### config.mk
export PLATFORM = sky130hd
export DESIGN_NAME = tmb_capture_top
export DESIGN_NICKNAME = d
export VERILOG_FILES = /design/src/rtl/tmb_pkg.sv /design/src/rtl/tmb_capture_top.sv /design/src/rtl/tmb_edge_detect.sv /design/src/rtl/tmb_wide_reg.sv
export VERILOG_INCLUDE_DIRS = /design/src /design/src/rtl
export SDC_FILE = /design/constraint.sdc
export NUM_CORES = 1
export LEC_CHECK = 0
export BUFFER_PORTS_ARGS = -buffer_cell sky130_fd_sc_hd__buf_4
export CORE_ASPECT_RATIO = 1.25
export CORE_MARGIN = 5
export CORE_UTILIZATION = 50
export DETAILED_ROUTE_END_ITERATION = 8
export GPL_ROUTABILITY_DRIVEN = 1
export PLACE_DENSITY = 0.72
export SLEW_MARGIN = 0
export SYNTH_ARGS = -nofsm -noshare
export SYNTH_HDL_FRONTEND = slang
export SYNTH_SLANG_ARGS = --single-unit
### constraint.sdc
create_clock -name ref_clk_in -period 2.78 [get_ports ref_clk_in]
set_input_delay 0 -clock ref_clk_in [delete_from_list [all_inputs] [get_ports ref_clk_in]]
set_output_delay 0 -clock ref_clk_in [all_outputs]
set_load 0.02 [all_outputs]
### src/rtl/tmb_capture_regs.svh
// register indices, field positions and reset values of the capture timer
`ifndef TMB_CAPTURE_REGS_SVH
`define TMB_CAPTURE_REGS_SVH

`define TMB_IDX_CTRL_A          6'h00
`define TMB_IDX_CTRL_B          6'h01
`define TMB_IDX_EVENT_CTRL      6'h04
`define TMB_IDX_IRQ_MASK        6'h05
`define TMB_IDX_IRQ_FLAGS       6'h06
`define TMB_IDX_RUN_STATUS      6'h07
`define TMB_IDX_DEBUG_CTRL      6'h08
`define TMB_IDX_STAGING         6'h09
`define TMB_IDX_COUNT_LOW       6'h0a
`define TMB_IDX_COUNT_HIGH      6'h0b
`define TMB_IDX_CAPTURE_COMPARE_VALUE_LOW        6'h0c
`define TMB_IDX_CAPTURE_COMPARE_VALUE_HIGH       6'h0d

`define TMB_ENABLE_BIT          0
`define TMB_MODE_MSB            2
`define TMB_MODE_LSB            0
`define TMB_EDGE_BIT            4
`define TMB_EVENT_EN_BIT        0
`define TMB_CAPTURE_FLAG_BIT    0
`define TMB_RUN_BIT             0
`define TMB_DEBUG_CONTINUE_BIT  0

`define TMB_BYTE_RESET          8'h00
`define TMB_WORD_RESET          16'h0000
`define TMB_MODE_RESET          3'h0

`endif

### src/rtl/tmb_pkg.sv
// types shared by the capture timer files
package tmb_pkg;

	typedef enum logic [2:0]
	{
		TMB_MODE_PERIODIC   = 3'h0,
		TMB_MODE_TIMEOUT    = 3'h1,
		TMB_MODE_CAPTURE    = 3'h2,
		TMB_MODE_FREQ       = 3'h3,
		TMB_MODE_PULSE      = 3'h4,
		TMB_MODE_FREQ_PULSE = 3'h5,
		TMB_MODE_SINGLE     = 3'h6,
		TMB_MODE_PWM8       = 3'h7
	} tmb_mode_type;

	typedef enum logic [3:0]
	{
		TMB_FP_WAIT = 4'h1,
		TMB_FP_HIGH = 4'h2,
		TMB_FP_LOW  = 4'h4,
		TMB_FP_DONE = 4'h8
	} tmb_fpw_state_type;

endpackage

### src/rtl/tmb_capture_top.sv
// 16-bit capture/compare timer with APB register slave
//
// Overview of operation
// RULE1 - flag set on event; cleared by one-write or read
// RULE2 - compare modes flag when counter equals top
// RULE3 - frequency mode captures, restarts, flags
// RULE4 - capture mode loads counter and flags
// RULE5 - pulse mode: edge restarts, opposite edge captures
// RULE6 - combined mode stops on second edge, flags
// RULE7 - byte pwm: low compare byte is top
// RULE8 - run bit shows running, read-only
// RULE9 - break halt freezes unless debug continue
// RULE10 - shared resettable staging byte, read/write
// RULE11 - counter as two writable bytes
// RULE12 - bus write beats internal counter update
// RULE13 - capture register holds sampled counter
// RULE14 - compare register is top in compare modes
// RULE15 - byte pwm: low period, high duty
// RULE16 - three-bit mode field decodes eight modes
// RULE17 - interrupt only when enabled and flagged
// RULE18 - low read latches high; low write commits
//
// Local design decision: register access over APB.
`timescale 1ns/1ns
`include "tmb_capture_regs.svh"
module tmb_capture_top (
	input  wire logic        ref_clk_in,      // peripheral clock, 50 MHz
	input  wire logic        reset_n_in,      // async reset, active low
	input  wire logic        psel_in,         // apb select
	input  wire logic        penable_in,      // apb enable
	input  wire logic        pwrite_in,       // apb write
	input  wire logic [7:0]  paddr_in,        // apb byte address
	input  wire logic [31:0] pwdata_in,       // apb write data
	input  wire logic [3:0]  pstrb_in,        // apb byte strobes
	output logic      [31:0] prdata_out,      // apb read data
	output logic             pready_out,      // apb ready
	output logic             pslverr_out,     // apb error, unmapped
	input  wire logic        event_in,        // event system level
	input  wire logic        debug_halt_in,   // cpu stopped in break
	output logic             pwm_wave_out,    // byte pwm waveform
	output logic             irq_out          // interrupt, active high
);

	logic                      enable_q;
	tmb_pkg::tmb_mode_type     mode_q;
	logic                      edge_sel_q;
	logic                      event_en_q;
	logic                      irq_mask_q;
	logic                      flag_q;
	logic                      debug_continue_q;
	logic [7:0]                staging_q;
	logic [7:0]                snap_high_q;
	logic                      running_q;
	logic                      run_d;
	tmb_pkg::tmb_fpw_state_type fpw_q;
	tmb_pkg::tmb_fpw_state_type fpw_d;
	logic [31:0]               prdata_q;
	logic                      pwm_wave_q;

	logic [15:0] cnt;
	logic [15:0] capture_compare_value;
	logic [15:0] cnt_hw_val;
	logic        cnt_hw_we;
	logic        cnt_sw_we;
	logic [15:0] cnt_sw_val;
	logic        capture_compare_value_hw_we;
	logic        capture_compare_value_sw_we;
	logic [15:0] capture_compare_value_sw_val;
	logic        set_flag;
	logic        clr_flag;
	logic        halted;
	logic        step;
	logic        ev_rise;
	logic        ev_fall;
	logic        ev_sel;
	logic        ev_opp;
	logic        at_top;
	logic        at_top8;
	logic        capture_mode;

	logic [5:0]  idx;
	logic        setup_ph;
	logic        wr_acc;
	logic        rd_acc;
	logic        mapped;
	logic [7:0]  rd_byte;
	logic [7:0]  wbyte;

	assign idx      = paddr_in[7:2];
	assign setup_ph = psel_in & ~penable_in;
	assign wr_acc   = psel_in & penable_in & pwrite_in & mapped & pstrb_in[0];
	assign rd_acc   = psel_in & penable_in & ~pwrite_in & mapped;
	assign wbyte    = pwdata_in[7:0];

	// break halt freezes counting and drops events
	assign halted = debug_halt_in & ~debug_continue_q; // RULE9
	assign step   = enable_q & running_q & ~halted;
	assign ev_sel = event_en_q & enable_q & ~halted & (edge_sel_q ? ev_fall : ev_rise);
	assign ev_opp = event_en_q & enable_q & ~halted & (edge_sel_q ? ev_rise : ev_fall);

	assign at_top  = cnt == capture_compare_value; // RULE14
	assign at_top8 = cnt[7:0] == capture_compare_value[7:0]; // RULE15
	assign capture_mode = (mode_q == tmb_pkg::TMB_MODE_CAPTURE) || (mode_q == tmb_pkg::TMB_MODE_FREQ) ||
		(mode_q == tmb_pkg::TMB_MODE_PULSE) || (mode_q == tmb_pkg::TMB_MODE_FREQ_PULSE);

	tmb_edge_detect #(
		.RESET_LEVEL (1'b0)
	) u_edge (
		.ref_clk_in (ref_clk_in),
		.reset_n_in (reset_n_in),
		.level_in   (event_in),
		.rise_out   (ev_rise),
		.fall_out   (ev_fall)
	);

	tmb_wide_reg #(
		.WIDTH     (16),
		.RESET_VAL (`TMB_WORD_RESET)
	) u_count (
		.ref_clk_in (ref_clk_in),
		.reset_n_in (reset_n_in),
		.sw_we_in   (cnt_sw_we),
		.sw_val_in  (cnt_sw_val),
		.hw_we_in   (cnt_hw_we),
		.hw_val_in  (cnt_hw_val),
		.value_out  (cnt)
	);

	tmb_wide_reg #(
		.WIDTH     (16),
		.RESET_VAL (`TMB_WORD_RESET)
	) u_capture_compare_value (
		.ref_clk_in (ref_clk_in),
		.reset_n_in (reset_n_in),
		.sw_we_in   (capture_compare_value_sw_we),
		.sw_val_in  (capture_compare_value_sw_val),
		.hw_we_in   (capture_compare_value_hw_we),
		.hw_val_in  (cnt), // RULE13
		.value_out  (capture_compare_value)
	);

	// mode sequencing: counter next value, capture, flag set, run state
	always_comb
	begin
		cnt_hw_we  = 1'b0;
		cnt_hw_val = cnt + 16'h0001;
		capture_compare_value_hw_we = 1'b0;
		set_flag   = 1'b0;
		run_d      = running_q;
		fpw_d      = fpw_q;
		if (!enable_q)
		begin
			run_d = 1'b0;
			fpw_d = tmb_pkg::TMB_FP_WAIT;
		end
		else
		begin
			case (mode_q) // RULE16
				tmb_pkg::TMB_MODE_PERIODIC, tmb_pkg::TMB_MODE_TIMEOUT:
				begin
					if (mode_q == tmb_pkg::TMB_MODE_PERIODIC)
						run_d = 1'b1;
					else if (ev_sel)
						run_d = 1'b1;
					else if (ev_opp)
						run_d = 1'b0;
					cnt_hw_we = step;
					if (step && at_top)
					begin
						set_flag   = 1'b1; // RULE2
						cnt_hw_val = 16'h0000;
					end
				end
				tmb_pkg::TMB_MODE_CAPTURE:
				begin
					run_d     = 1'b1;
					cnt_hw_we = step;
					if (ev_sel)
					begin
						capture_compare_value_hw_we = 1'b1; // RULE4
						set_flag   = 1'b1;
					end
				end
				tmb_pkg::TMB_MODE_FREQ:
				begin
					run_d     = 1'b1;
					cnt_hw_we = step;
					if (ev_sel)
					begin
						capture_compare_value_hw_we = 1'b1; // RULE3
						set_flag   = 1'b1;
						cnt_hw_we  = 1'b1;
						cnt_hw_val = 16'h0000;
					end
				end
				tmb_pkg::TMB_MODE_PULSE:
				begin
					run_d     = 1'b1;
					cnt_hw_we = step;
					if (ev_sel)
					begin
						cnt_hw_we  = 1'b1; // RULE5
						cnt_hw_val = 16'h0000;
					end
					else if (ev_opp)
					begin
						capture_compare_value_hw_we = 1'b1; // RULE5
						set_flag   = 1'b1;
					end
				end
				tmb_pkg::TMB_MODE_FREQ_PULSE:
				begin
					cnt_hw_we = step;
					case (fpw_q)
						tmb_pkg::TMB_FP_WAIT:
							if (ev_sel)
							begin
								cnt_hw_we  = 1'b1;
								cnt_hw_val = 16'h0000;
								run_d      = 1'b1;
								fpw_d      = tmb_pkg::TMB_FP_HIGH;
							end
						tmb_pkg::TMB_FP_HIGH:
							if (ev_opp)
							begin
								capture_compare_value_hw_we = 1'b1;
								fpw_d      = tmb_pkg::TMB_FP_LOW;
							end
						tmb_pkg::TMB_FP_LOW:
							if (ev_sel)
							begin
								cnt_hw_we = 1'b0; // RULE6
								run_d     = 1'b0;
								set_flag  = 1'b1;
								fpw_d     = tmb_pkg::TMB_FP_DONE;
							end
						tmb_pkg::TMB_FP_DONE:
							// rearm only after software has taken the result
							if (!flag_q)
								fpw_d = tmb_pkg::TMB_FP_WAIT;
						default:
							fpw_d = tmb_pkg::TMB_FP_WAIT;
					endcase
				end
				tmb_pkg::TMB_MODE_SINGLE:
				begin
					if (event_en_q && !halted && (edge_sel_q ? (ev_rise | ev_fall) : ev_rise))
						run_d = 1'b1;
					cnt_hw_we = step;
					if (step && at_top)
					begin
						set_flag   = 1'b1; // RULE2
						run_d      = 1'b0;
						cnt_hw_val = 16'h0000;
					end
				end
				tmb_pkg::TMB_MODE_PWM8:
				begin
					run_d      = 1'b1;
					cnt_hw_we  = step;
					cnt_hw_val = {8'h00, cnt[7:0] + 8'h01};
					if (step && at_top8)
					begin
						set_flag   = 1'b1; // RULE7
						cnt_hw_val = 16'h0000;
					end
				end
				default:
					run_d = 1'b0;
			endcase
		end
	end

	always_ff @(posedge ref_clk_in or negedge reset_n_in)
	begin
		if (!reset_n_in)
		begin
			running_q <= 1'b0;
			fpw_q     <= tmb_pkg::TMB_FP_WAIT;
		end
		else
		begin
			running_q <= run_d;
			fpw_q     <= fpw_d;
		end
	end

	// read of flags, one-write, or capture read clears; a new event wins
	assign clr_flag = (wr_acc && idx == `TMB_IDX_IRQ_FLAGS && wbyte[`TMB_CAPTURE_FLAG_BIT]) ||
		(rd_acc && idx == `TMB_IDX_IRQ_FLAGS) ||
		(rd_acc && idx == `TMB_IDX_CAPTURE_COMPARE_VALUE_LOW && capture_mode);

	always_ff @(posedge ref_clk_in or negedge reset_n_in)
	begin
		if (!reset_n_in)
			flag_q <= 1'b0;
		else if (set_flag)
			flag_q <= 1'b1; // RULE1
		else if (clr_flag)
			flag_q <= 1'b0; // RULE1
	end

	assign irq_out = flag_q & irq_mask_q; // RULE17

	always_ff @(posedge ref_clk_in or negedge reset_n_in)
	begin
		if (!reset_n_in)
			pwm_wave_q <= 1'b0;
		else
			pwm_wave_q <= (mode_q == tmb_pkg::TMB_MODE_PWM8) && enable_q && (cnt[7:0] < capture_compare_value[15:8]); // RULE15
	end

	assign pwm_wave_out = pwm_wave_q;

	// control registers
	always_ff @(posedge ref_clk_in or negedge reset_n_in)
	begin
		if (!reset_n_in)
		begin
			enable_q         <= 1'b0;
			mode_q           <= tmb_pkg::tmb_mode_type'(`TMB_MODE_RESET);
			edge_sel_q       <= 1'b0;
			event_en_q       <= 1'b0;
			irq_mask_q       <= 1'b0;
			debug_continue_q <= 1'b0;
		end
		else if (wr_acc)
		begin
			case (idx)
				`TMB_IDX_CTRL_A:
					enable_q <= wbyte[`TMB_ENABLE_BIT];
				`TMB_IDX_CTRL_B:
					mode_q <= tmb_pkg::tmb_mode_type'(wbyte[`TMB_MODE_MSB:`TMB_MODE_LSB]);
				`TMB_IDX_EVENT_CTRL:
				begin
					edge_sel_q <= wbyte[`TMB_EDGE_BIT];
					event_en_q <= wbyte[`TMB_EVENT_EN_BIT];
				end
				`TMB_IDX_IRQ_MASK:
					irq_mask_q <= wbyte[`TMB_CAPTURE_FLAG_BIT];
				`TMB_IDX_DEBUG_CTRL:
					debug_continue_q <= wbyte[`TMB_DEBUG_CONTINUE_BIT];
				default:
					irq_mask_q <= irq_mask_q;
			endcase
		end
	end

	// high bytes go through the shared staging byte, except the compare high byte in byte pwm, so a 16-bit pair moves at once
	always_ff @(posedge ref_clk_in or negedge reset_n_in)
	begin
		if (!reset_n_in)
			staging_q <= `TMB_BYTE_RESET; // RULE10
		else if (wr_acc && (idx == `TMB_IDX_STAGING || idx == `TMB_IDX_COUNT_HIGH ||
			(idx == `TMB_IDX_CAPTURE_COMPARE_VALUE_HIGH && mode_q != tmb_pkg::TMB_MODE_PWM8)))
			staging_q <= wbyte; // RULE18
		else if (rd_acc && (idx == `TMB_IDX_COUNT_LOW || idx == `TMB_IDX_CAPTURE_COMPARE_VALUE_LOW))
			staging_q <= snap_high_q; // RULE18
	end

	assign cnt_sw_we  = wr_acc && idx == `TMB_IDX_COUNT_LOW; // RULE11
	assign cnt_sw_val = {staging_q, wbyte}; // RULE18
	assign capture_compare_value_sw_we = wr_acc && (idx == `TMB_IDX_CAPTURE_COMPARE_VALUE_LOW ||
		(idx == `TMB_IDX_CAPTURE_COMPARE_VALUE_HIGH && mode_q == tmb_pkg::TMB_MODE_PWM8));
	// byte pwm keeps period and duty bytes apart, so no staging there
	assign capture_compare_value_sw_val = (mode_q == tmb_pkg::TMB_MODE_PWM8) ?
		((idx == `TMB_IDX_CAPTURE_COMPARE_VALUE_HIGH) ? {wbyte, capture_compare_value[7:0]} : {capture_compare_value[15:8], wbyte}) : // RULE15
		{staging_q, wbyte};

	// read mux; the running bit has no write path at all
	always_comb
	begin
		mapped  = paddr_in[1:0] == 2'b00;
		rd_byte = 8'h00;
		case (idx)
			`TMB_IDX_CTRL_A:     rd_byte[`TMB_ENABLE_BIT] = enable_q;
			`TMB_IDX_CTRL_B:     rd_byte[`TMB_MODE_MSB:`TMB_MODE_LSB] = mode_q;
			`TMB_IDX_EVENT_CTRL:
			begin
				rd_byte[`TMB_EDGE_BIT]     = edge_sel_q;
				rd_byte[`TMB_EVENT_EN_BIT] = event_en_q;
			end
			`TMB_IDX_IRQ_MASK:   rd_byte[`TMB_CAPTURE_FLAG_BIT] = irq_mask_q;
			`TMB_IDX_IRQ_FLAGS:  rd_byte[`TMB_CAPTURE_FLAG_BIT] = flag_q;
			`TMB_IDX_RUN_STATUS: rd_byte[`TMB_RUN_BIT] = step; // RULE8
			`TMB_IDX_DEBUG_CTRL: rd_byte[`TMB_DEBUG_CONTINUE_BIT] = debug_continue_q;
			`TMB_IDX_STAGING:    rd_byte = staging_q;
			`TMB_IDX_COUNT_LOW:  rd_byte = cnt[7:0];
			`TMB_IDX_COUNT_HIGH: rd_byte = staging_q;
			`TMB_IDX_CAPTURE_COMPARE_VALUE_LOW:   rd_byte = capture_compare_value[7:0];
			`TMB_IDX_CAPTURE_COMPARE_VALUE_HIGH:  rd_byte = (mode_q == tmb_pkg::TMB_MODE_PWM8) ? capture_compare_value[15:8] : staging_q;
			default:             mapped = 1'b0;
		endcase
	end

	// data and high-byte snapshot taken together in setup keep the pair coherent
	always_ff @(posedge ref_clk_in or negedge reset_n_in)
	begin
		if (!reset_n_in)
		begin
			prdata_q    <= 32'h0000_0000;
			snap_high_q <= `TMB_BYTE_RESET;
		end
		else if (setup_ph && !pwrite_in)
		begin
			prdata_q    <= {24'h00_0000, rd_byte};
			snap_high_q <= (idx == `TMB_IDX_CAPTURE_COMPARE_VALUE_LOW) ? capture_compare_value[15:8] : cnt[15:8];
		end
	end

	assign prdata_out  = prdata_q;
	assign pready_out  = 1'b1;
	assign pslverr_out = psel_in & penable_in & ~mapped;
endmodule // tmb_capture_top

### src/rtl/tmb_edge_detect.sv
// edge detector for the event input level
`timescale 1ns/1ns
module tmb_edge_detect #(
	parameter logic RESET_LEVEL = 1'b0
) (
	input  wire logic ref_clk_in,   // peripheral clock
	input  wire logic reset_n_in,   // async reset, active low
	input  wire logic level_in,     // event level, same clock domain
	output logic      rise_out,     // one-cycle pulse on rising edge
	output logic      fall_out      // one-cycle pulse on falling edge
);

	logic prev_q;

	always_ff @(posedge ref_clk_in or negedge reset_n_in)
	begin
		if (!reset_n_in)
			prev_q <= RESET_LEVEL;
		else
			prev_q <= level_in;
	end

	assign rise_out = level_in & ~prev_q;
	assign fall_out = ~level_in & prev_q;

endmodule // tmb_edge_detect

### src/rtl/tmb_wide_reg.sv
// 16-bit value register where a software write overrides a hardware load
`timescale 1ns/1ns
module tmb_wide_reg #(
	parameter int                 WIDTH     = 16,
	parameter logic [WIDTH-1:0]   RESET_VAL = '0
) (
	input  wire logic             ref_clk_in,   // peripheral clock
	input  wire logic             reset_n_in,   // async reset, active low
	input  wire logic             sw_we_in,     // software commit
	input  wire logic [WIDTH-1:0] sw_val_in,    // software value
	input  wire logic             hw_we_in,     // internal update
	input  wire logic [WIDTH-1:0] hw_val_in,    // internal value
	output logic      [WIDTH-1:0] value_out     // stored value
);

	always_ff @(posedge ref_clk_in or negedge reset_n_in)
	begin
		if (!reset_n_in)
			value_out <= RESET_VAL;
		else if (sw_we_in)
			value_out <= sw_val_in; // RULE12
		else if (hw_we_in)
			value_out <= hw_val_in;
	end

endmodule // tmb_wide_reg

==> flow_metrics.env, run 1 <==
export IMPL_cts_tree="done"
export IMPL_place_area_sq_um=5660
export IMPL_clock_sinks=72
export IMPL_final_period_utilization_pct=91.0
export IMPL_grt_max_degree=73
export IMPL_synth_most_common_cell="nand2_1"
export IMPL_crit_arrival_ns=2.75
export IMPL_status="completed"
export IMPL_synth_main_ff_cell="dfrtp_1"
export IMPL_power_frac_seq_pct=42.9
export IMPL_cp_slowest_stage_delay_ns=0.59
export IMPL_max_slew_margin_pct=35.5
export IMPL_synth_largest_area_cell="dfrtp_1"
export IMPL_syn_instance_count=646
export IMPL_switching_share_pct=26.6
export IMPL_fin_util_pct=58.0
export IMPL_antenna_found_initial=0
export IMPL_drtIter0Drc=604
export IMPL_netlist_top_cells_count="nand2_1 (97), dfrtp_1 (71), nor2_1 (53)"
export IMPL_routed_wl_mm=16.2
export IMPL_syn_cell_area_sq_um=5280
export IMPL_clk_transition_reported_paths_ns=0.06
export IMPL_final_cells=826
export IMPL_rsz0062_at_grt="no"
export IMPL_ys_ff_latch=72
export IMPL_viasPerCell=6.19
export IMPL_power_density_nw_per_um2=427
export IMPL_ios=87
export IMPL_grt_usage_pct=26.0
export IMPL_cp_cell_sequence="or4b_4 -> nor2_4 -> o21ai_4 -> and2_4 -> a21o_1 -> or4_1 -> o311ai_1"
export IMPL_synth_edff_count=0
export IMPL_yosys_cell_types_count=74
export IMPL_numCtsBuffers=9
export IMPL_die_area_sq_um=12700
export IMPL_syn_avg_cell_area_sq_um=8.18
export IMPL_dp_cells=801
export IMPL_p_leak_nw=2.68
export IMPL_hold_violations=0
export IMPL_avgRoutedWirePerCell_um=19.7
export IMPL_grt_overflow_total=0
export IMPL_async_flop_share_pct=100
export IMPL_path_class="flip-flop to flip-flop"
export IMPL_power_mw=2.59
export IMPL_dp_hpwl_mm=11.8
export IMPL_cellInternalPower_mw=1.90
export IMPL_grt_first_pass_wirelength_mm=26.2
export IMPL_yosys_warnings=0
export IMPL_num_vias=5113
export IMPL_nNetsFinal=750
export IMPL_hold_path_class="input port to flip-flop"
export IMPL_combPwrFrac_pct=9.3
export IMPL_placementRows=42
export IMPL_io_buffer_count=34
export IMPL_finalSetupViolCount=0
export IMPL_ir_worst_vdd_uv=322
export IMPL_end_kind="flip-flop"
export IMPL_startpoint_type="flip-flop"
export IMPL_clock_latency_ns=0.34
export IMPL_initial_core_util_pct=50.5
export IMPL_finalCriticalPeriod_ns=2.53
export IMPL_root_buffer="clkbuf_16"
export IMPL_seq_area_frac_synth_pct=34.1
export IMPL_coreArea_sq_um=10500
export IMPL_max_freq_mhz=395
export IMPL_design_area_sq_um=6070
export IMPL_tns_ns=0
export IMPL_grt_pass1_vias=5041
export IMPL_synth_top_cell_area_share_pct=33.6
export IMPL_synthTopCellsByArea="dfrtp_1 (34%), nand2_1 (6.9%), mux2i_1 (5.5%)"
export IMPL_crit_required_ns=3.00
export IMPL_diodes=0
export IMPL_htree_levels=3
export IMPL_ant_nets=0
export IMPL_clockPowerShare_pct=47.8
export IMPL_cap_viol_max_count=0
export IMPL_power_switching_mw=0.690
export IMPL_drive_above_1_share_pct=15.4
export IMPL_routabilityCongestion=0.916
export IMPL_die_x_um=102
export IMPL_die_h_um=125
export IMPL_finalMaxSlewViolations=0
export IMPL_drc=0
export IMPL_crit_slowest_cell="dfstp_2"
export IMPL_worst_slew_pin_slew_ns=0.968
export IMPL_finalClockSkew_ns=0.00606
export IMPL_drt_pre_antenna_iters=6
export IMPL_crit_path_max_fanout=17
export IMPL_clk_path_buf_depth=2
export IMPL_fillers=929
export IMPL_syn2layout_area_growth_pct=14.8
cell families (layout without fill, tap and decap cells):
| logic type | Yosys count | after routing | share of synthesized area, % |
|---|---|---|---|
| other | 2 | 25 | 0.142 |
| DFF | 72 | 72 | 34.1 |
| buffers and inverters | 85 | 110 | 8.62 |
| muxes | 40 | 40 | 8.05 |
| and+or+nand+nor | 264 | 264 | 24.8 |
| AOI/OAI and AO/OA | 154 | 154 | 18.8 |
| adders and majority gates | 10 | 10 | 2.37 |
| xor gates and xnor gates | 19 | 19 | 3.15 |
cell usage in the layout, fill, tap and decap left out, drive strengths merged, types with 16 or more instances in the layout:
master	netlist	layout
nor2	54	54
o21ai	47	47
conb	2	25
nand2	97	97
mux2i	30	30
inv	18	21
xor2	16	16
nand3	28	28
a21oi	37	37
dfrtp	71	71
buf	42	67
per-stage QoR:
stage                     worst slack, ns  hold slack, ns
after global placement              0.344           0.129
after global routing                0.120          0.0355
after detailed placement            0.221           0.139
final                               0.249          0.0125
after floorplan                     0.392          -0.296
after CTS                           0.190         0.00473
worst paths after layout:
kind | start | to | slack [ns] | cells after the start
hold reg to reg | prdata_out[7] | prdata_out[7] | 0.49 | 2
max in group asynchronous | reset_n_in | u_count.value_out[11] | 1.79 | 2
hold / removal | paddr_in[5] | prdata_out[0] | 0.01 | 3
min in group asynchronous | reset_n_in | fpw_q[2] | 0.34 | 2
setup / recovery | fpw_q[0] | u_count.value_out[15] | 0.25 | 7
setup reg to reg | fpw_q[0] | u_count.value_out[15] | 0.25 | 7
flip-flops by register name, indices dropped and copies added, names as in the netlist:
| register | cells |
|---|---|
| u_capture_compare_value.value_out | 16 |
| u_count.value_out | 16 |
| prdata_out | 8 |
| snap_high_q | 8 |
| staging_q | 8 |
| fpw_q | 4 |
| mode_q | 3 |
| debug_continue_q | 1 |
| edge_sel_q | 1 |
| enable_q | 1 |
| event_en_q | 1 |
| flag_q | 1 |
| irq_mask_q | 1 |
| pwm_wave_out | 1 |
| running_q | 1 |
| u_edge.prev_q | 1 |
final cells by class:
type	instances	area, sq um	area share [%]
tap	132	165	2.72
timing repair buffer	76	593	9.78
clock inverter	6	75.1	1.24
multi-input combinational	512	3120	51.5
clock buffer	10	239	3.94
sequential	72	1800	29.7
inverter	18	67.6	1.11
metal layers:
layer | up-vias | share of wire (%) | GRT usage, %
li1 | 2345 | - | -
met1 | 2440 | 39 | 32.9
met4 | 0 | 4.1 | 11.1
met3 | 52 | 7.7 | 3.45
met5 | - | 0 | 0
met2 | 276 | 49 | 43.9
power groups by stage:
stage / registers [mW] / clock network (mW) / logic [mW]
after floorplan: 1.13 / 0 / 0.146
after global placement: 1.13 / 0 / 0.224
after detailed placement: 1.13 / 0 / 0.230
after CTS: 1.11 / 1.24 / 0.241
after global routing: 1.11 / 1.29 / 0.265
final: 1.11 / 1.24 / 0.242
repair_timing:
item	in CTS	in global routing
gates resized for setup	0	1
setup endpoints to repair	0	1
buffers inserted	0	0
hold buffers	9	0
hold endpoints to repair	91	0
critical path: cells and delay by family (launching register included):
family	cells	cell delay, ns
AO/OA/AOI/OAI	3	0.43
flip-flops	1	0.59
AND/OR/NAND/NOR	4	1.39
No activity file was read; power rests on OpenSTA's default activity.
==> run 2: changes to the inputs <==
--- a/config.mk
+++ b/config.mk
@@ -6,6 +6,8 @@
 export SDC_FILE = /design/constraint.sdc
 export NUM_CORES = 1
 export LEC_CHECK = 0
+export ABC_AREA = 1
+export ABC_CLOCK_PERIOD_IN_PS = 2780
 export BUFFER_PORTS_ARGS = -buffer_cell sky130_fd_sc_hd__buf_4
 export CORE_ASPECT_RATIO = 1.25
 export CORE_MARGIN = 5
==> run 2 against run 1 <==
Total power rose by 0.29%. Wire length rose by 4.4%. Hold slack improved by 0.016 ns. First-iteration DRC count fell by 39%. Non-clock buffer count fell by 25. Combinational power fell by 4%. Maximum frequency rose by 3.3%. Area after synthesis rose by 2.7%. Sequential share of layout area fell by 0.11 points. Flip-flop and latch count did not move. Synthesized cell count rose by 28%.
==> flow_metrics.env, run 2 <==
export IMPL_clk_path_buf_depth=2
export IMPL_cap_viol_max_count=0
export IMPL_status="completed"
export IMPL_routabilityCongestion=0.998
export IMPL_r2r_start="u_edge.prev_q"
export IMPL_drt_pre_antenna_iters=5
export IMPL_finalMaxSlewViolations=0
export IMPL_min_path_cells=5
export IMPL_clock_sinks=72
export IMPL_cp_cell_sequence="inv_1 -> ha_1 -> inv_1 -> nand2_1 -> o21ai_0 -> nor2_2 -> nand2_1 -> o21ai_0 -> nand2_1 -> inv_1 -> nand2_4 -> inv_2 -> nor2_1 -> nand2_1 -> nand2_1"
export IMPL_layout_common_cells="nand2_1 (258), inv_1 (107), nor2_1 (83), dfrtp_1 (71), o21ai_0 (58)"
export IMPL_max_slew_margin_pct=33.8
export IMPL_root_buffer="clkbuf_16"
export IMPL_cp_common_cell="nand2_1"
export IMPL_wl_met1_mm=6.71
export IMPL_ant_nets=0
export IMPL_startpoint_type="flip-flop"
export IMPL_synth_edff_count=0
export IMPL_nNetsFinal=924
export IMPL_met3WireLength_um=909
export IMPL_drtIter0Drc=370
export IMPL_netlist_top_cells_count="nand2_1 (258), inv_1 (107), nor2_1 (83)"
export IMPL_p_leak_nw=3.27
export IMPL_numCtsBuffers=9
export IMPL_fin_util_pct=57.4
export IMPL_wl_met2_mm=8.68
export IMPL_viasPerCell=5.43
export IMPL_synth_main_ff_cell="dfrtp_1"
export IMPL_grt_overflow_total=0
export IMPL_drc=0
export IMPL_tns_ns=0
export IMPL_routed_wl_mm=17.0
export IMPL_seq_area_frac_synth_pct=33.2
export IMPL_crit_required_ns=3.02
export IMPL_synth_most_common_cell="nand2_1"
export IMPL_cts_tree="done"
export IMPL_power_density_nw_per_um2=427
export IMPL_end_kind="flip-flop"
export IMPL_r2r_cells=15
export IMPL_syn_cell_area_sq_um=5430
export IMPL_clk_transition_reported_paths_ns=0.06
export IMPL_syn2layout_area_growth_pct=12.2
export IMPL_cp_slowest_stage_delay_ns=0.38
export IMPL_worstHoldStart="pwdata_in[0]"
export IMPL_die_x_um=103
export IMPL_setup_worst_path_start="u_edge.prev_q"
export IMPL_final_period_utilization_pct=88.1
export IMPL_finalSetupViolCount=0
export IMPL_crit_path_max_fanout=21
export IMPL_critical_path_cell_count=15
export IMPL_reg_top3="u_capture_compare_value.value_out x16, u_count.value_out x16"
export IMPL_htree_levels=3
export IMPL_placementRows=42
export IMPL_grt_max_degree=73
export IMPL_ir_worst_vdd_uv=264
export IMPL_yosys_cell_types_count=43
export IMPL_crit_family="simple AND/OR/NAND/NOR gates"
export IMPL_antenna_found_initial=0
export IMPL_diodes=0
export IMPL_final_cells=1000
export IMPL_synth_top_cell_area_share_pct=32.7
export IMPL_die_area_sq_um=13100
export IMPL_io_buffer_count=34
export IMPL_async_flop_share_pct=100
export IMPL_hold_violations=0
export IMPL_grt_usage_pct=26.8
export IMPL_synth_largest_area_cell="dfrtp_1"
export IMPL_dr_max_layer_used="met4"
export IMPL_worst_slew_pin_slew_ns=0.993
export IMPL_max_freq_mhz=408
export IMPL_initial_core_util_pct=51.1
export IMPL_rsz0062_at_grt="no"
export IMPL_crit_slowest_cell="dfrtp_1"
export IMPL_cts_setup_buffers=0
export IMPL_hold_path_class="input port to flip-flop"
export IMPL_path_class="flip-flop to flip-flop"
export IMPL_path_buf_inv=4
export IMPL_ios=87
export IMPL_grt_pass1_vias=5179
export IMPL_coreArea_sq_um=10600
export IMPL_num_vias=5428
export IMPL_grt_first_pass_wirelength_mm=26.9
export IMPL_synthTopCellsByArea="dfrtp_1 (33%), nand2_1 (18%), inv_1 (7.4%)"
export IMPL_dp_hpwl_mm=12.8
export IMPL_ys_ff_latch=72
export IMPL_crit_arrival_ns=2.69
export IMPL_syn_instance_count=824
export IMPL_drive_above_1_share_pct=10.1
export IMPL_syn_avg_cell_area_sq_um=6.59
export IMPL_avgRoutedWirePerCell_um=17.0
export IMPL_dp_cells=975
export IMPL_yosys_warnings=0
export IMPL_die_h_um=126
export IMPL_finalCriticalPeriod_ns=2.45
export IMPL_clock_latency_ns=0.35
export IMPL_final_common_cell="nand2_1"
export IMPL_finalClockSkew_ns=0.00816
-- run 2: per-stage QoR --
stage / hold slack (ns) / setup WS [ns] / cell area (sq um) / total power [mW]
global placement: 0.129 / 0.430 / 5680 / 1.32
detailed placement: 0.138 / 0.383 / 5680 / 1.33
global route: 0.0547 / 0.174 / 6090 / 2.69
floorplan: -0.296 / 0.953 / 5510 / 1.26
CTS: 0.0152 / 0.370 / 6090 / 2.62
finish: 0.0281 / 0.330 / 6090 / 2.60
-- run 2: worst paths after layout --
check	end	slack, ns
max	u_count.value_out[3]	0.33
min	u_count.value_out[0]	0.03
max reg2reg	u_count.value_out[3]	0.33
min reg2reg	prdata_out[3]	0.48
max in group asynchronous	snap_high_q[3]	1.77
min in group asynchronous	u_edge.prev_q	0.34
-- run 2: kinds of logic (layout without fill, tap and decap cells) --
logic type	Yosys count	in the layout	synth area share, %
xor gates and xnor gates	10	10	1.61
adders and majority gates	10	10	2.31
AOI/OAI and AO/OA	132	132	13.6
and+or+nand+nor	438	438	35.3
DFF	72	72	33.2
buffers and inverters	160	181	13.8
other	2	25	0.138
-- run 2: per-layer routing --
| layer | GRT usage (%) | up-vias |
|---|---|---|
| met5 | 0 | - |
| met4 | 11.5 | 0 |
| met3 | 4.28 | 46 |
| met2 | 46.5 | 201 |
| met1 | 32.1 | 2524 |
| li1 | - | 2657 |
-- run 2: report_power, final --
part	internal [mW]	leakage [nW]	switching, mW
combinational	0.0759	2.15	0.156
sequential	1.07	0.966	0.0168
clock	0.791	0.149	0.485
-- run 2: worst register-to-register path: stages, from the launching register on --
cell     delay (ns)
dfrtp_1        0.38
inv_1          0.06
ha_1           0.13
inv_1          0.05
nand2_1        0.07
o21ai_0        0.10
nor2_2         0.30
nand2_1        0.12
o21ai_0        0.18
nand2_1        0.18
inv_1          0.18
nand2_4        0.18
inv_2          0.25
nor2_1         0.07
nand2_1        0.06
nand2_1        0.05
-- run 2: timing repair --
action | in CTS | in global routing
endpoints found under the setup margin | 0 | 0
hold buffers | 9 | 0
endpoints found under the hold margin | 82 | 0
gates resized for setup | 0 | 0
-- run 2: layout make-up --
type,instances,area [sq um]
clock buffer,10,229
clock inverter,6,92.6
fill,1013,4530
inverter,114,434
multi-input combinational,615,2960
sequential,72,1800
tap,132,165
timing repair buffer,51,405
==> run 3: changes to the inputs <==
--- a/config.mk
+++ b/config.mk
@@ -6,7 +6,6 @@
 export SDC_FILE = /design/constraint.sdc
 export NUM_CORES = 1
 export LEC_CHECK = 0
-export ABC_AREA = 1
 export ABC_CLOCK_PERIOD_IN_PS = 2780
 export BUFFER_PORTS_ARGS = -buffer_cell sky130_fd_sc_hd__buf_4
 export CORE_ASPECT_RATIO = 1.25
@@ -18,4 +17,5 @@
 export SLEW_MARGIN = 0
 export SYNTH_ARGS = -nofsm -noshare
 export SYNTH_HDL_FRONTEND = slang
+export SYNTH_HIERARCHICAL = 1
 export SYNTH_SLANG_ARGS = --single-unit
==> run 3 against run 2 <==
Combinational power shrank 7%. Synthesized cell count down 28%. First-iteration DRC count decreased by 16%. Maximum frequency fell by 4.7%. Sequential power about the same. Sequential share of layout area grew 1.2 points. Via count decreased by 15%. Die area decreased by 3.6%. Core utilization is 0.21 points higher. Clock skew rose by 0.00063 ns. Global-route usage fell by 3.7 points. Largest cell class unchanged. Highest routed layer unchanged.
==> flow_metrics.env, run 3 <==
export IMPL_drt_pre_antenna_iters=5
export IMPL_grt_overflow_total=0
export IMPL_clock_latency_ns=0.34
export IMPL_grt_usage_pct=23.1
export IMPL_grt_pass1_vias=4413
export IMPL_synth_adder_area_share_pct=1.92
export IMPL_synth_edff_count=0
export IMPL_rsz0062_at_grt="no"
export IMPL_async_flop_share_pct=100
export IMPL_synth_largest_area_cell="dfrtp_1"
export IMPL_crit_slowest_cell="o31ai_4"
export IMPL_placementRows=41
export IMPL_syn_cell_area_sq_um=5210
export IMPL_max_slew_margin_pct=20.2
export IMPL_tns_ns=0
export IMPL_clk_path_buf_depth=2
export IMPL_htree_levels=3
export IMPL_yosys_area_share_simple_pct=20.4
export IMPL_r2r_cells=6
export IMPL_die_h_um=124
export IMPL_final_period_utilization_pct=92.5
export IMPL_crit_path_max_fanout=16
export IMPL_layout_common_cells="nand2_1 (92), dfrtp_1 (71), mux2i_1 (50), nor2_1 (48), buf_4 (45)"
export IMPL_crit_required_ns=2.99
export IMPL_drive_above_1_share_pct=14.9
export IMPL_io_buffer_count=34
export IMPL_startpoint_type="flip-flop"
export IMPL_finalMaxSlewViolations=0
export IMPL_die_x_um=101
export IMPL_antenna_found_initial=0
export IMPL_fin_util_pct=57.6
export IMPL_cellInternalPower_mw=1.88
export IMPL_root_buffer="clkbuf_16"
export IMPL_drtIter0Drc=309
export IMPL_avgRoutedWirePerCell_um=18.2
export IMPL_yosys_cell_types_count=66
export IMPL_worst_hold_slack_ns=0.0913
export IMPL_dp_hpwl_mm=9.93
export IMPL_yosys_warnings=6
export IMPL_combPwrFrac_pct=8.6
export IMPL_syn_instance_count=594
export IMPL_clk_transition_reported_paths_ns=0.06
export IMPL_netlist_top_cells_count="nand2_1 (92), dfrtp_1 (71), mux2i_1 (50)"
export IMPL_switching_share_pct=24.9
export IMPL_synthMuxAreaShare_pct=13.8
export IMPL_synth_compound_area_share_pct=15.9
export IMPL_clock_sinks=72
export IMPL_power_switching_mw=0.621
export IMPL_hold_violations=0
export IMPL_synth_top_family_by_area="simple AND/OR/NAND/NOR gates"
export IMPL_cap_viol_max_count=0
export IMPL_synth_main_ff_cell="dfrtp_1"
export IMPL_ir_worst_vdd_uv=327
export IMPL_ant_nets=0
export IMPL_path_class="flip-flop to flip-flop"
export IMPL_finalSetupViolCount=0
export IMPL_syn_avg_cell_area_sq_um=8.78
export IMPL_viasPerCell=6.06
export IMPL_power_mw=2.50
export IMPL_finalCriticalPeriod_ns=2.57
export IMPL_max_freq_mhz=389
export IMPL_diodes=0
export IMPL_syn2layout_area_growth_pct=12.2
export IMPL_synthTopCellsByArea="dfrtp_1 (34%), mux2i_1 (9.6%), nand2_1 (6.6%)"
export IMPL_power_frac_seq_pct=43.8
export IMPL_num_vias=4613
export IMPL_ctsResizeCount=0
export IMPL_hold_path_class="input port to flip-flop"
export IMPL_reg_top3="u_capture_compare_value/value_out x16, u_count/value_out x16"
export IMPL_seq_area_frac_synth_pct=34.6
export IMPL_power_density_nw_per_um2=427
export IMPL_clockPowerShare_pct=47.6
export IMPL_routed_wl_mm=13.9
export IMPL_final_common_cell="nand2_1"
export IMPL_p_leak_nw=2.49
export IMPL_finalClockSkew_ns=0.00879
export IMPL_ys_ff_latch=72
export IMPL_grt_max_degree=73
export IMPL_r2r_slack_ns=0.21
export IMPL_synth_most_common_cell="nand2_1"
export IMPL_synthXorXnorAreaFrac_pct=5.21
export IMPL_cp_slowest_stage_delay_ns=1.07
export IMPL_ios=87
export IMPL_numCtsBuffers=9
export IMPL_nNetsFinal=686
export IMPL_routabilityCongestion=0.876
export IMPL_die_area_sq_um=12600
export IMPL_crit_arrival_ns=2.78
export IMPL_drc=0
export IMPL_cp_cell_sequence="nor2b_1 -> mux2_2 -> nand3_1 -> o31ai_4 -> mux2i_1 -> o21ai_1"
export IMPL_initial_core_util_pct=51.3
export IMPL_synth_top_cell_area_share_pct=34.1
export IMPL_grt_first_pass_wirelength_mm=22.5
export IMPL_cts_tree="done"
export IMPL_status="completed"
export IMPL_worst_slew_pin_slew_ns=1.20
export IMPL_end_kind="flip-flop"
export IMPL_coreArea_sq_um=10200
export IMPL_min_path_cells=3
## run 3: cell count changes after synthesis, moves of 11 or more
| cell | change |
|---|---|
| o21ai_0 | -32 |
| xnor2_1 | +20 |
| a21oi_1 | -18 |
| nor2_1 | -35 |
| nand3_1 | -40 |
| mux2_2 | +13 |
| mux2i_1 | +50 |
| nand2_1 | -166 |
| inv_1 | -96 |
| o21ai_1 | +11 |
## run 3: critical path: cells and delay by family, from the launching register on
family	cells	cell delay [ns]
AND/OR/NAND/NOR	2	0.41
AO/OA/AOI/OAI	2	1.16
flip-flops	1	0.37
multiplexers	2	0.50
## run 3: cell families after synthesis
logic type	after synthesis
fa+ha+maj	8
other cells	2
simple gates	219
compound gates	126
flops	72
buf+inv	67
xor+xnor	31
mux	69
## run 3: routing by layer
metal / GRT usage [%] / vias to the layer above / routed length, um
met3: 4.26 / 44 / 861
met5: 0 / - / 0
met4: 14.1 / 0 / 646
met2: 38.7 / 222 / 6870
met1: 27.2 / 2216 / 5500
li1: - / 2131 / -
## run 3: final timing paths
path | from | endpoint
min in group asynchronous | reset_n_in | u_edge/prev_q
hold / removal | paddr_in[5] | debug_continue_q
setup / recovery | u_edge/prev_q | u_capture_compare_value/value_out[9]
setup reg to reg | u_edge/prev_q | u_capture_compare_value/value_out[9]
hold reg to reg | prdata_out[4] | prdata_out[4]
max in group asynchronous | reset_n_in | staging_q[6]
## run 3: area by class of cell
class	count	area, sq um
fill	913	4310
clock buffer	10	239
multi-input combinational	478	3100
inverter	11	41.3
timing repair buffer	55	438
clock inverter	6	67.6
tap	129	161
sequential	72	1800
## run 3: power groups by stage
stage	clock [mW]	sequential [mW]	combinational (mW)
floorplan	0	1.12	0.135
global placement	0	1.11	0.199
detailed placement	0	1.11	0.203
CTS	1.21	1.09	0.215
global route	1.26	1.10	0.237
finish	1.19	1.09	0.215
## run 3: stage by stage
| step | instance area (sq um) | instances | worst slack, ns |
|---|---|---|---|
| finish | 5850 | 761 | 0.209 |
| global route | 5850 | 761 | 0.0640 |
| CTS | 5850 | 761 | 0.247 |
| detailed placement | 5440 | 735 | 0.282 |
| global placement | 5440 | 735 | 0.347 |
| floorplan | 5300 | 617 | 0.646 |
## run 3: repair_timing
action	4_1_cts	5_1_grt
hold buffers	10	0
hold endpoints to repair	94	0
setup buffers	0	0
